`config.mk`:
```
export PLATFORM = sky130hd
export DESIGN_NAME = sdio_interrupt_enable_upper
export DESIGN_NICKNAME = d
export VERILOG_FILES = /design/src/shared/sdio_irq_pkg.sv /design/src/core/sdio_interrupt_enable_upper.sv
export VERILOG_INCLUDE_DIRS = /design/src /design/src/shared
export SDC_FILE = /design/constraint.sdc
export NUM_CORES = 1
export LEC_CHECK = 0
export ABC_AREA = 1
export BUFFER_PORTS_ARGS = -buffer_cell sky130_fd_sc_hd__buf_4
export CAP_MARGIN = 15
export CORE_UTILIZATION = 25
export CTS_CLUSTER_SIZE = 10
export DETAILED_ROUTE_END_ITERATION = 8
export HOLD_SLACK_MARGIN = 0.1
export PLACE_DENSITY = 0.51
export RECOVER_POWER = 100
export SLEW_MARGIN = 20
export SYNTH_ARGS = -nofsm -noshare
export SYNTH_HDL_FRONTEND = slang
export SYNTH_SLANG_ARGS = --single-unit
```
`constraint.sdc`:
```
create_clock -name ref_clk -period 2.05 [get_ports ref_clk]
set_input_delay 0.41 -clock ref_clk [delete_from_list [all_inputs] [get_ports ref_clk]]
set_output_delay 0.41 -clock ref_clk [all_outputs]
set_load 0.03 [all_outputs]
```
`src/shared/sdio_irq_params.svh`:
```
// Offsets, field positions, reset values and response codes of the interrupt enable block
//
// Operation
// - An interrupt source reaches the interrupt only while its enable bit is one.
// - Bits 31 to 23 are reserved, reset to zero, always read zero.
// - Bit 22 enables the SD I/O card interrupt source, reset 0.
// - Bit 21 enables the receive data available source, reset 0.
// - Bit 20 enables the transmit data available source, reset 0.
// - Bit 19 enables the receive FIFO empty source, reset 0.
// - Bit 18 enables the transmit FIFO empty source, reset 0.
// - Bit 17 enables the receive FIFO full source, reset 0.
// - Bit 16 enables the transmit FIFO full source, reset 0.
// - Bit 15 enables the receive FIFO half full source, reset 0.
// - Bit 14 enables the transmit FIFO half empty source, reset 0.
// - Bit 13 enables the receive in progress source, reset 0.
`ifndef SDIO_IRQ_PARAMS_SVH
`define SDIO_IRQ_PARAMS_SVH

// Register byte offsets
`define OFS_INT_ENABLE 8'h00
`define OFS_INT_STATUS 8'h04
`define OFS_INT_RAW 8'h08

// Field positions
`define BIT_CARD_IRQ 22
`define BIT_RX_AVAIL 21
`define BIT_TX_AVAIL 20
`define BIT_RX_EMPTY 19
`define BIT_TX_EMPTY 18
`define BIT_RX_FULL 17
`define BIT_TX_FULL 16
`define BIT_RX_HALF 15
`define BIT_TX_HALF 14
`define BIT_RX_ACT 13
`define FIELD_LSB 13

// Implemented bits and reset values
`define FIELD_MASK 32'h007FE000
`define RST_INT_ENABLE 32'h00000000
`define RST_INT_STATUS 32'h00000000

// AXI responses
`define RESP_OKAY 2'h0
`define RESP_SLVERR 2'h2

`endif

```
`src/shared/sdio_irq_pkg.sv`:
```
// Types shared by the interrupt enable block
package sdio_irq_pkg;

  // Source flags, most significant first, bit 22 down to bit 13
  typedef struct packed {
    logic card_irq_received;
    logic rx_data_available;
    logic tx_data_available;
    logic rx_fifo_empty;
    logic tx_fifo_empty;
    logic rx_fifo_full;
    logic tx_fifo_full;
    logic rx_fifo_half_full;
    logic tx_fifo_half_empty;
    logic receive_in_progress;
  } sdio_flags_t;

  // Write channel sequencer
  typedef enum logic [1:0] {
    WR_COLLECT = 2'h1,
    WR_RESP = 2'h2
  } wr_state_t;

  // Read channel sequencer
  typedef enum logic [1:0] {
    RD_IDLE = 2'h1,
    RD_DATA = 2'h2
  } rd_state_t;

endpackage

```
`src/core/sdio_interrupt_enable_upper.sv`:
```
// AXI4-Lite interrupt enable, sticky status and interrupt for the upper SDIO sources
`timescale 1ns/1ps
`include "sdio_irq_params.svh"

module sdio_interrupt_enable_upper (
  input wire logic ref_clk, // Bus clock, 100 MHz
  input wire logic resetn, // Async reset, active low
  input wire logic [7:0] s_axi_awaddr, // Write address
  input wire logic [2:0] s_axi_awprot, // Write protection, ignored
  input wire logic s_axi_awvalid, // Write address valid
  output logic s_axi_awready, // Write address ready
  input wire logic [31:0] s_axi_wdata, // Write data
  input wire logic [3:0] s_axi_wstrb, // Write byte strobes
  input wire logic s_axi_wvalid, // Write data valid
  output logic s_axi_wready, // Write data ready
  output logic [1:0] s_axi_bresp, // Write response
  output logic s_axi_bvalid, // Write response valid
  input wire logic s_axi_bready, // Write response ready
  input wire logic [7:0] s_axi_araddr, // Read address
  input wire logic [2:0] s_axi_arprot, // Read protection, ignored
  input wire logic s_axi_arvalid, // Read address valid
  output logic s_axi_arready, // Read address ready
  output logic [31:0] s_axi_rdata, // Read data
  output logic [1:0] s_axi_rresp, // Read response
  output logic s_axi_rvalid, // Read data valid
  input wire logic s_axi_rready, // Read data ready
  input wire sdio_irq_pkg::sdio_flags_t src_flags, // Source flag levels
  output logic irq // Interrupt, active high level
);

  // Byte lane mask from the write strobes
  function automatic logic [31:0] lane_mask(input logic [3:0] strb);
    lane_mask = {{8{strb[3]}}, {8{strb[2]}}, {8{strb[1]}}, {8{strb[0]}}};
  endfunction

  // Word address match; low two address bits are ignored
  function automatic logic addr_hit(input logic [7:0] addr, input logic [7:0] ofs);
    addr_hit = (addr[7:2] == ofs[7:2]);
  endfunction

  // Ten flags placed at bits 22 down to 13, the rest zero
  function automatic logic [31:0] place_field(input sdio_irq_pkg::sdio_flags_t f);
    place_field = {9'h000, f, 13'h0000};
  endfunction

  // Response code; unmapped words are refused with a slave error
  function automatic logic [1:0] resp_code(input logic mapped);
    resp_code = mapped ? `RESP_OKAY : `RESP_SLVERR;
  endfunction

  // Write channel state
  sdio_irq_pkg::wr_state_t wr_state_ff;
  sdio_irq_pkg::wr_state_t nxt_wr_state;
  logic aw_got_ff;
  logic w_got_ff;
  logic awready_ff;
  logic wready_ff;
  logic bvalid_ff;
  logic [1:0] bresp_ff;
  logic [7:0] awaddr_ff;
  logic [31:0] wdata_ff;
  logic [3:0] wstrb_ff;

  // Read channel state
  sdio_irq_pkg::rd_state_t rd_state_ff;
  sdio_irq_pkg::rd_state_t nxt_rd_state;
  logic arready_ff;
  logic rvalid_ff;
  logic [1:0] rresp_ff;
  logic [31:0] rdata_ff;

  // Register contents
  logic [31:0] ien_ff;
  logic [31:0] sticky_ff;
  logic irq_ff;

  // Outputs come straight from flip-flops
  assign s_axi_awready = awready_ff;
  assign s_axi_wready = wready_ff;
  assign s_axi_bvalid = bvalid_ff;
  assign s_axi_bresp = bresp_ff;
  assign s_axi_arready = arready_ff;
  assign s_axi_rvalid = rvalid_ff;
  assign s_axi_rresp = rresp_ff;
  assign s_axi_rdata = rdata_ff;
  assign irq = irq_ff;

  // Channel handshakes
  wire aw_hs = s_axi_awvalid && awready_ff;
  wire w_hs = s_axi_wvalid && wready_ff;
  wire b_hs = bvalid_ff && s_axi_bready;
  wire ar_hs = s_axi_arvalid && arready_ff;
  wire r_hs = rvalid_ff && s_axi_rready;

  // Write fires once address and data are both held, in either order
  wire wr_collect = (wr_state_ff == sdio_irq_pkg::WR_COLLECT);
  wire do_write = wr_collect && aw_got_ff && w_got_ff;

  // Capture of address and data, released after the write
  wire nxt_aw_got = do_write ? 1'b0 : (aw_got_ff || aw_hs);
  wire nxt_w_got = do_write ? 1'b0 : (w_got_ff || w_hs);
  wire [7:0] nxt_awaddr = aw_hs ? s_axi_awaddr : awaddr_ff;
  wire [31:0] nxt_wdata = w_hs ? s_axi_wdata : wdata_ff;
  wire [3:0] nxt_wstrb = w_hs ? s_axi_wstrb : wstrb_ff;

  // Write address decode
  wire wr_hit_en = addr_hit(awaddr_ff, `OFS_INT_ENABLE);
  wire wr_hit_st = addr_hit(awaddr_ff, `OFS_INT_STATUS);
  wire wr_hit_raw = addr_hit(awaddr_ff, `OFS_INT_RAW);
  wire wr_mapped = wr_hit_en || wr_hit_st || wr_hit_raw;
  wire [31:0] wr_lanes = lane_mask(wstrb_ff);

  // Write sequencer
  always_comb
  begin
    nxt_wr_state = wr_state_ff;
    case (wr_state_ff)
      sdio_irq_pkg::WR_COLLECT:
      begin
        if (do_write)
        begin
          nxt_wr_state = sdio_irq_pkg::WR_RESP;
        end
      end
      sdio_irq_pkg::WR_RESP:
      begin
        if (b_hs)
        begin
          nxt_wr_state = sdio_irq_pkg::WR_COLLECT;
        end
      end
      default:
      begin
        nxt_wr_state = sdio_irq_pkg::WR_COLLECT;
      end
    endcase
  end

  // Ready only while that channel's item is still missing
  wire nxt_wr_open = (nxt_wr_state == sdio_irq_pkg::WR_COLLECT);
  wire nxt_awready = nxt_wr_open && !nxt_aw_got;
  wire nxt_wready = nxt_wr_open && !nxt_w_got;

  // Response held until the master takes it
  wire nxt_bvalid = do_write ? 1'b1 : (bvalid_ff && !s_axi_bready);
  wire [1:0] nxt_bresp = do_write ? resp_code(wr_mapped) : bresp_ff;

  // Write channel registers
  always_ff @(posedge ref_clk or negedge resetn)
  begin
    if (!resetn)
    begin
      wr_state_ff <= sdio_irq_pkg::WR_COLLECT;
      aw_got_ff <= 1'b0;
      w_got_ff <= 1'b0;
      awready_ff <= 1'b0;
      wready_ff <= 1'b0;
      bvalid_ff <= 1'b0;
      bresp_ff <= `RESP_OKAY;
    end
    else
    begin
      wr_state_ff <= nxt_wr_state;
      aw_got_ff <= nxt_aw_got;
      w_got_ff <= nxt_w_got;
      awready_ff <= nxt_awready;
      wready_ff <= nxt_wready;
      bvalid_ff <= nxt_bvalid;
      bresp_ff <= nxt_bresp;
    end
  end

  // Write payload holding registers
  always_ff @(posedge ref_clk or negedge resetn)
  begin
    if (!resetn)
    begin
      awaddr_ff <= 8'h00;
      wdata_ff <= 32'h00000000;
      wstrb_ff <= 4'h0;
    end
    else
    begin
      awaddr_ff <= nxt_awaddr;
      wdata_ff <= nxt_wdata;
      wstrb_ff <= nxt_wstrb;
    end
  end

  // Enable register: plain store of ones and zeros, reserved bits dropped
  wire en_write = do_write && wr_hit_en;
  wire [31:0] en_merge = (ien_ff & ~wr_lanes) | (wdata_ff & wr_lanes);
  wire [31:0] nxt_ien = (en_write ? en_merge : ien_ff) & `FIELD_MASK;

  // Source flags placed at bits 22 down to 13
  wire [31:0] flag_word = place_field(src_flags);

  // Sticky status, cleared by writing one; a new event wins over the clear
  wire st_write = do_write && wr_hit_st;
  wire [31:0] st_clear = st_write ? (wdata_ff & wr_lanes) : 32'h00000000;
  wire [31:0] nxt_sticky = ((sticky_ff & ~st_clear) | flag_word) & `FIELD_MASK;

  // One term per source, status ANDed with its enable; next values are used
  // so irq moves on the same edge as the registers, not one cycle behind
  wire nxt_irq =
    (nxt_sticky[`BIT_CARD_IRQ] && nxt_ien[`BIT_CARD_IRQ]) ||
    (nxt_sticky[`BIT_RX_AVAIL] && nxt_ien[`BIT_RX_AVAIL]) ||
    (nxt_sticky[`BIT_TX_AVAIL] && nxt_ien[`BIT_TX_AVAIL]) ||
    (nxt_sticky[`BIT_RX_EMPTY] && nxt_ien[`BIT_RX_EMPTY]) ||
    (nxt_sticky[`BIT_TX_EMPTY] && nxt_ien[`BIT_TX_EMPTY]) ||
    (nxt_sticky[`BIT_RX_FULL] && nxt_ien[`BIT_RX_FULL]) ||
    (nxt_sticky[`BIT_TX_FULL] && nxt_ien[`BIT_TX_FULL]) ||
    (nxt_sticky[`BIT_RX_HALF] && nxt_ien[`BIT_RX_HALF]) ||
    (nxt_sticky[`BIT_TX_HALF] && nxt_ien[`BIT_TX_HALF]) ||
    (nxt_sticky[`BIT_RX_ACT] && nxt_ien[`BIT_RX_ACT]);

  // Enable register
  always_ff @(posedge ref_clk or negedge resetn)
  begin
    if (!resetn)
    begin
      ien_ff <= `RST_INT_ENABLE;
    end
    else
    begin
      ien_ff <= nxt_ien;
    end
  end

  // Sticky status register
  always_ff @(posedge ref_clk or negedge resetn)
  begin
    if (!resetn)
    begin
      sticky_ff <= `RST_INT_STATUS;
    end
    else
    begin
      sticky_ff <= nxt_sticky;
    end
  end

  // Interrupt flop; kept apart so the output stays a bare register
  always_ff @(posedge ref_clk or negedge resetn)
  begin
    if (!resetn)
    begin
      irq_ff <= 1'b0;
    end
    else
    begin
      irq_ff <= nxt_irq;
    end
  end

  // Enable fields by name, as stored
  wire card_irq_received_en = ien_ff[`BIT_CARD_IRQ];
  wire rx_data_available_en = ien_ff[`BIT_RX_AVAIL];
  wire tx_data_available_en = ien_ff[`BIT_TX_AVAIL];
  wire rx_fifo_empty_en = ien_ff[`BIT_RX_EMPTY];
  wire tx_fifo_empty_en = ien_ff[`BIT_TX_EMPTY];
  wire rx_fifo_full_en = ien_ff[`BIT_RX_FULL];
  wire tx_fifo_full_en = ien_ff[`BIT_TX_FULL];
  wire rx_fifo_half_full_en = ien_ff[`BIT_RX_HALF];
  wire tx_fifo_half_empty_en = ien_ff[`BIT_TX_HALF];
  wire receive_in_progress_en = ien_ff[`BIT_RX_ACT];

  // Enable read-back built from the fields, so reserved bits cannot leak out
  wire sdio_irq_pkg::sdio_flags_t en_fields = {
    card_irq_received_en,
    rx_data_available_en,
    tx_data_available_en,
    rx_fifo_empty_en,
    tx_fifo_empty_en,
    rx_fifo_full_en,
    tx_fifo_full_en,
    rx_fifo_half_full_en,
    tx_fifo_half_empty_en,
    receive_in_progress_en
  };

  // Read address decode
  wire rd_hit_en = addr_hit(s_axi_araddr, `OFS_INT_ENABLE);
  wire rd_hit_st = addr_hit(s_axi_araddr, `OFS_INT_STATUS);
  wire rd_hit_raw = addr_hit(s_axi_araddr, `OFS_INT_RAW);
  wire rd_mapped = rd_hit_en || rd_hit_st || rd_hit_raw;

  // Read data select; unmapped words read zero
  wire [31:0] rd_en_word = rd_hit_en ? place_field(en_fields) : 32'h00000000;
  wire [31:0] rd_st_word = rd_hit_st ? sticky_ff : 32'h00000000;
  wire [31:0] rd_raw_word = rd_hit_raw ? flag_word : 32'h00000000;
  wire [31:0] rd_word = (rd_en_word | rd_st_word | rd_raw_word) & `FIELD_MASK;

  // Read sequencer
  always_comb
  begin
    nxt_rd_state = rd_state_ff;
    case (rd_state_ff)
      sdio_irq_pkg::RD_IDLE:
      begin
        if (ar_hs)
        begin
          nxt_rd_state = sdio_irq_pkg::RD_DATA;
        end
      end
      sdio_irq_pkg::RD_DATA:
      begin
        if (r_hs)
        begin
          nxt_rd_state = sdio_irq_pkg::RD_IDLE;
        end
      end
      default:
      begin
        nxt_rd_state = sdio_irq_pkg::RD_IDLE;
      end
    endcase
  end

  // One read at a time: address refused while data is pending
  wire nxt_arready = (nxt_rd_state == sdio_irq_pkg::RD_IDLE);
  wire nxt_rvalid = (nxt_rd_state == sdio_irq_pkg::RD_DATA);
  wire [31:0] nxt_rdata = ar_hs ? rd_word : rdata_ff;
  wire [1:0] nxt_rresp = ar_hs ? resp_code(rd_mapped) : rresp_ff;

  // Read channel registers
  always_ff @(posedge ref_clk or negedge resetn)
  begin
    if (!resetn)
    begin
      rd_state_ff <= sdio_irq_pkg::RD_IDLE;
      arready_ff <= 1'b0;
      rvalid_ff <= 1'b0;
      rresp_ff <= `RESP_OKAY;
      rdata_ff <= 32'h00000000;
    end
    else
    begin
      rd_state_ff <= nxt_rd_state;
      arready_ff <= nxt_arready;
      rvalid_ff <= nxt_rvalid;
      rresp_ff <= nxt_rresp;
      rdata_ff <= nxt_rdata;
    end
  end

endmodule

```
==> results of run 1 <==
## through the flow
step	cells	utilization (%)	instance area (sq um)	hold slack (ns)	total power, W
CTS	591	33.20	4054	0.2215	0.005946
detailed placement	575	30.43	3716	0.4754	0.004184
finish	592	32.34	3949	0.2824	0.005678
global placement	575	30.43	3716	0.4725	0.004129
floorplan	377	-	3258	0.1144	0.003544
global route	592	32.34	3949	0.2872	0.006088
## layout by cell type (no fill, tap or decap), types with 2 or more instances in the layout
| cell type | Yosys | routed |
|---|---|---|
| a21oi_1 | 3 | 3 |
| o21ai_2 | 10 | 4 |
| nand2_1 | 83 | 84 |
| clkbuf_16 | 0 | 9 |
| nor2_4 | 5 | 4 |
| dfrtp_1 | 60 | 60 |
| inv_1 | 55 | 55 |
| nor2_2 | 3 | 2 |
| bufinv_16 | 0 | 3 |
| nand3b_1 | 2 | 2 |
| nor2_1 | 10 | 12 |
| o22a_1 | 10 | 10 |
| o21ai_0 | 25 | 31 |
| conb_1 | 1 | 24 |
| nand2_2 | 5 | 4 |
| ha_1 | 4 | 4 |
| clkbuf_1 | 5 | 20 |
| mux2_2 | 12 | 12 |
| buf_4 | 24 | 42 |
| clkinv_2 | 0 | 3 |
| nand3_1 | 13 | 13 |
| nand3_2 | 2 | 2 |
| o22ai_1 | 10 | 10 |
## power by group
part / total (W) / internal [W] / switching (W)
Sequential: 0.00201 / 0.00169 / 0.000323
Clock: 0.00173 / 0.00118 / 0.000552
Combinational: 0.00193 / 0.000672 / 0.00126
## sequential cells by signal (all words and copies together), names as in the netlist, 2 cells and up
signal	cells
sticky_ff	10
ien_ff	10
s_axi_rdata	10
awaddr_ff	6
wstrb_ff	2
rd_state_ff	2
wr_state_ff	2
wdata_ff	10
## critical path, stage by stage, from the launching register on
cell     delay (ns)
dfstp_2        0.53
ha_1           0.20
nand3_4        0.13
nor2_1         0.21
buf_12         0.19
o21ai_0        0.11
nand2_1        0.08
inv_1          0.04
nor2_1         0.14
nand3_1        0.12
## kinds of logic after synthesis
| group | after synthesis | synth area share, % |
|---|---|---|
| and+or+nand+nor | 125 | 18.26 |
| buffers and inverters | 89 | 14.12 |
| DFF | 62 | 48.99 |
| AOI/OAI and AO/OA | 61 | 12.66 |
| muxes | 12 | 4.260 |
| adders and majority gates | 4 | 1.578 |
| other | 1 | 0.1182 |
## routing by layer
layer | vias up | GRT usage (%) | share of wire (%)
met5 | - | 0 | 0
met4 | 0 | 3.636 | 1.1
met3 | 5 | 3.706 | 6.0
met2 | 70 | 19.43 | 47
met1 | 1155 | 14.81 | 45
li1 | 1213 | - | -
## cell type report
type | count | area [sq um] | share of cell area (%)
well taps | 168 | 210.2 | 5.323
flip-flops and latches | 62 | 1554 | 39.35
clock inverters | 7 | 112.6 | 2.852
repair buffers | 64 | 415.4 | 10.52
clock buffers | 9 | 225.2 | 5.703
inverters | 56 | 210.2 | 5.323
multi-input cells | 226 | 1221 | 30.93
## final timing paths
| kind | to | slack, ns |
|---|---|---|
| max in group asynchronous | sticky_ff[18] | 0.61 |
| min in group asynchronous | wdata_ff[17] | 0.49 |
| max | irq | 0.17 |
| min | awaddr_ff[4] | 0.28 |
| min reg2reg | s_axi_rresp[1] | 0.48 |
| max reg2reg | irq | 0.17 |
==> flow_metrics.py, run 1 <==
metrics = {
    "power": {
        "peakVddDrop_mv": 0.4482,
        "p_leak_nw": 2.028,
        "power_density_nw_per_um2": 1438,
    },
    "final_layout": {
        "layout-drive-gt1-share_pct": 21.46,
        "antennaDiodeCount": 0,
        "nets": 498,
        "areaGrowthSynthToFinish_pct": 24.50,
        "num-fill-cells": 1324,
    },
    "timing": {
        "fin_tns_setup_ns": 0,
        "fin_crit_sh_pct": 91.91,
        "fin_crit_ns": 1.884,
        "skew_ns": 0.005242,
        "drv_slew": 63,
        "worst_pin_slew_ns": 1.584,
        "setup_ws_ns": 0.1658,
        "slew_headroom_pct": -5.594,
        "rsz0062_at_grt": "no",
        "finalSetupViolations": 0,
        "clock.fmax_mhz": 530.7,
        "finalHoldViolations": 0,
    },
    "floorplan": {
        "io_pins": 117,
        "initial_core_util_pct": 25.97,
        "fp.dieW_um": 114.6,
        "row_count": 40,
        "die_y_um": 114.6,
        "die-area_sq_um": 13140,
        "coreArea_sq_um": 12210,
    },
    "synthesis": {
        "async_reset_ff_share_pct": 100.0,
        "synth_cell_types": 29,
        "yosysMostFrequentCell": "nand2_1",
        "yosysTopAreaCell": "dfrtp_1",
        "synth_edf_count": 0,
        "synth_ff_type": "dfrtp_1",
        "ys_ff_latch": 62,
        "ys_top_cells_by_area": "dfrtp_1 47%, nand2_1 9.8%, inv_1 6.5%",
        "synthTopCellsByCount": "83 x nand2_1, 60 x dfrtp_1, 55 x inv_1",
        "ys_seq_area_share_pct": 48.99,
        "synthCells": 354,
        "synth_area_sq_um": 3172,
        "syn_area_per_cell_sq_um": 8.960,
        "synth_top_area_share_pct": 47.34,
        "synth_warnings": 0,
    },
    "clock_network": {
        "clockBufferDepth": 2,
        "root_buffer": "clkbuf_16",
        "insertion_delay_ns": 0.32,
        "cts_sinks": 62,
        "cts-hold-fix-buffers": 0,
        "htreeDepth": 3,
        "ctsResizeCount": 0,
        "numCtsBuffers": 9,
        "path_clk_slew_ns": 0.06,
        "cts_tree": "yes",
        "post_cts_buffers": 0,
    },
    "routing": {
        "routed_wl_um": 7071,
        "post-route-drc-count": 0,
        "routedWlPerCell_um": 11.94,
        "postRouteAntennaNets": 0,
        "drt-initial-drc-count": 100,
        "post_drt_via_cell_ratio": 4.127,
        "num_vias": 2443,
        "first_pass_iters": 5,
    },
    "global_route": {
        "grt_pass1_vias": 2407,
        "grt_max_degree": 63,
        "antenna_found_initial": 0,
        "grt.total_usage_pct": 11.83,
        "grt_pass1_wl_um": 11790,
        "grt_overflow": 0,
    },
    "placed_design": {
        "place_hpwl_um": 4960,
        "pre_cts_ws_ns": 0.1160,
        "io_buffers": 58,
        "gp_congestion": 0.7546,
    },
    "critical_path": {
        "crit_path_end_kind": "register",
        "crit_path_max_fanout": 20,
        "critPathKind": "register to register",
        "r2r-start": "wr_state_ff[0]",
        "start_kind": "register",
        "cp.required_ns": 2.24,
        "reg2reg_depth": 9,
        "cp.arrival_ns": 2.08,
        "startpoint": "wr_state_ff[0]",
    },
    "run_status": {
        "outcome": "finished, violations left",
        "violations": "capacitance limit, slew limit",
    },
    "job": {
        "maxCapViolCount": 1,
    },
    "hold_path": {
        "min_path_cells": 3,
        "hp-start": "s_axi_awaddr[4]",
        "hold_path.class": "input pin to register",
    },
}
No activity file was read; power rests on OpenSTA's default activity.
==> inputs of run 2 (changes only) <==
- CORE_UTILIZATION: 25 -> 32
- PLACE_DENSITY: 0.51 -> 0.61
==> run 2 against run 1 <==
- the run still ends with capacitance limit, slew limit left
- die area shrank 22%
- clock power shrank 41%
- via count shrank 1.6%
- non-clock buffer count shrank 3
- worst setup slack gained 0.018 ns
==> flow_metrics.py, run 2 (synthesis gave the netlist of run 1 again) <==
metrics = {
    "run_status": {
        "outcome": "finished, violations left",
        "violations": "capacitance limit, slew limit",
    },
    "placed_design": {
        "pre_cts_ws_ns": 0.1753,
        "dpl_cell_area_sq_um": 3652,
        "gp_congestion": 0.7522,
        "io_buffers": 58,
        "place_hpwl_um": 4670,
    },
    "final_layout": {
        "mostFrequentLayoutCell": "nand2_1",
        "antennaDiodeCount": 0,
        "num-fill-cells": 986,
        "final_area_sq_um": 3725,
        "layout-drive-gt1-share_pct": 20.67,
        "nets": 495,
        "areaGrowthSynthToFinish_pct": 17.44,
        "mostFrequentLayoutCells": "84 x nand2_1, 60 x dfrtp_1, 55 x inv_1, 39 x buf_4, 33 x o21ai_0",
    },
    "critical_path": {
        "cp_top_family": "simple AND/OR/NAND/NOR gates",
        "cp_num_buf_inv": 1,
        "path_depth": 9,
        "critPathKind": "register to register",
        "start_kind": "register",
        "crit_path_end_kind": "register",
        "crit_path_top_delay_cell": "dfstp_2",
        "cp.arrival_ns": 2.09,
        "crit_path_max_incr_delay_ns": 0.53,
        "crit_path_frequent_cell": "nand2_1",
        "reg2reg_depth": 9,
        "path_cells": "ha_1, nand3_4, nor2_1, buf_12, o21ai_0, nand2_1, nand2_1, nor2_2, nand3_1",
        "crit_path_max_fanout": 20,
        "cp.required_ns": 2.27,
    },
    "routing": {
        "first_pass_iters": 4,
        "postRouteAntennaNets": 0,
        "post_drt_via_cell_ratio": 4.371,
        "num_vias": 2404,
        "routed_wl_um": 6545,
        "drt-initial-drc-count": 84,
        "post-route-drc-count": 0,
        "routedWlPerCell_um": 11.90,
    },
    "timing": {
        "hold_ws_ns": 0.2616,
        "finalSetupViolations": 0,
        "drv_slew": 63,
        "clock.fmax_mhz": 535.8,
        "fin_crit_ns": 1.866,
        "worst_pin_slew_ns": 1.531,
        "slew_headroom_pct": -2.043,
        "setup_ws_ns": 0.1836,
        "fin_crit_sh_pct": 91.04,
        "skew_ns": 0.007094,
        "finalHoldViolations": 0,
        "rsz0062_at_grt": "no",
        "fin_tns_setup_ns": 0,
    },
    "floorplan": {
        "initial_core_util_pct": 33.69,
        "die-area_sq_um": 10310,
        "coreArea_sq_um": 9415,
        "io_pins": 117,
        "die_y_um": 101.6,
        "fp.dieW_um": 101.6,
        "row_count": 35,
    },
    "clock_network": {
        "numCtsBuffers": 9,
        "insertion_delay_ns": 0.34,
        "cts_sinks": 62,
        "path_clk_slew_ns": 0.07,
        "clockBufferDepth": 2,
        "root_buffer": "clkbuf_8",
        "htreeDepth": 3,
        "cts-hold-fix-buffers": 0,
        "cts_tree": "yes",
    },
    "power": {
        "peakVddDrop_mv": 0.6742,
        "p_leak_nw": 1.942,
        "power_density_nw_per_um2": 1324,
    },
    "job": {
        "maxCapViolCount": 1,
    },
    "global_route": {
        "grt_pass1_vias": 2358,
        "grt_pass1_wl_um": 10810,
        "antenna_found_initial": 0,
        "grt.total_usage_pct": 14.01,
        "grt_max_degree": 63,
        "grt_overflow": 0,
    },
    "hold_path": {
        "min_path_cells": 3,
        "hold_path.class": "input pin to register",
    },
}
## run 2: cell types whose count changed in the layout (fill, tap and decap cells not counted)
cell / change
clkbuf_16: -9
clkbuf_8: +9
buf_4: -3
bufinv_16: -2
o21ai_0: +2
o21ai_2: -2
clkbuf_1: -1
clkbuf_4: +1
clkinv_2: +1
clkinvlp_4: +1
## run 2: worst reg2reg max path: cells and delay by family (launching register included)
kind | cells | cell delay (ns)
simple gates | 6 | 0.71
flops | 1 | 0.53
compound gates | 1 | 0.12
buf+inv | 1 | 0.19
fa+ha+maj | 1 | 0.21
## run 2: what timing repair did
| item | in CTS | in global routing |
|---|---|---|
| endpoints found under the hold margin | 0 | 0 |
| setup buffers | 0 | 0 |
| resized for setup | 0 | 0 |
| endpoints found under the setup margin | 0 | 1 |
## run 2: through the flow
stage | total power [W] | utilization, % | std cells
after global placement | 0.004093 | 38.79 | 534
after CTS | 0.005203 | 40.80 | 550
after global routing | 0.005318 | 39.56 | 550
final | 0.004931 | 39.56 | 550
after floorplan | 0.003544 | - | 377
after detailed placement | 0.004155 | 38.79 | 534
## run 2: final timing paths
kind | to | slack [ns] | from
worst min register to register | s_axi_rresp[1] | 0.49 | s_axi_rresp[1]
worst max-delay path | irq | 0.18 | wr_state_ff[0]
worst min-delay path | awaddr_ff[6] | 0.26 | s_axi_awaddr[6]
worst max register to register | irq | 0.18 | wr_state_ff[0]
min in group asynchronous | wdata_ff[17] | 0.46 | resetn
max in group asynchronous | s_axi_rdata[14] | 0.69 | resetn
## run 2: final cells by class
type | instances | area [sq um] | share of cell area (%)
flip-flops and latches | 62 | 1554 | 41.72
multi-input cells | 226 | 1214 | 32.58
repair buffers | 61 | 396.6 | 10.65
inverters | 56 | 210.2 | 5.643
well taps | 129 | 161.4 | 4.333
clock buffers | 9 | 123.9 | 3.326
clock inverters | 7 | 65.06 | 1.747
## run 2: power by group
part	internal [W]	switching (W)	total, W	leakage (nW)
combinational	0.000664	0.00123	0.00189	1.12
clock	0.000551	0.000470	0.00102	0.0948
sequential	0.00169	0.000329	0.00202	0.728
## run 2: routing by layer
metal,vias to the layer above,part of all wire [%],GRT usage (%)
li1,1208,-,-
met1,1126,45,16.75
met2,66,49,23.60
met3,4,5.2,4.969
met4,0,0.78,4.348
met5,-,0,0
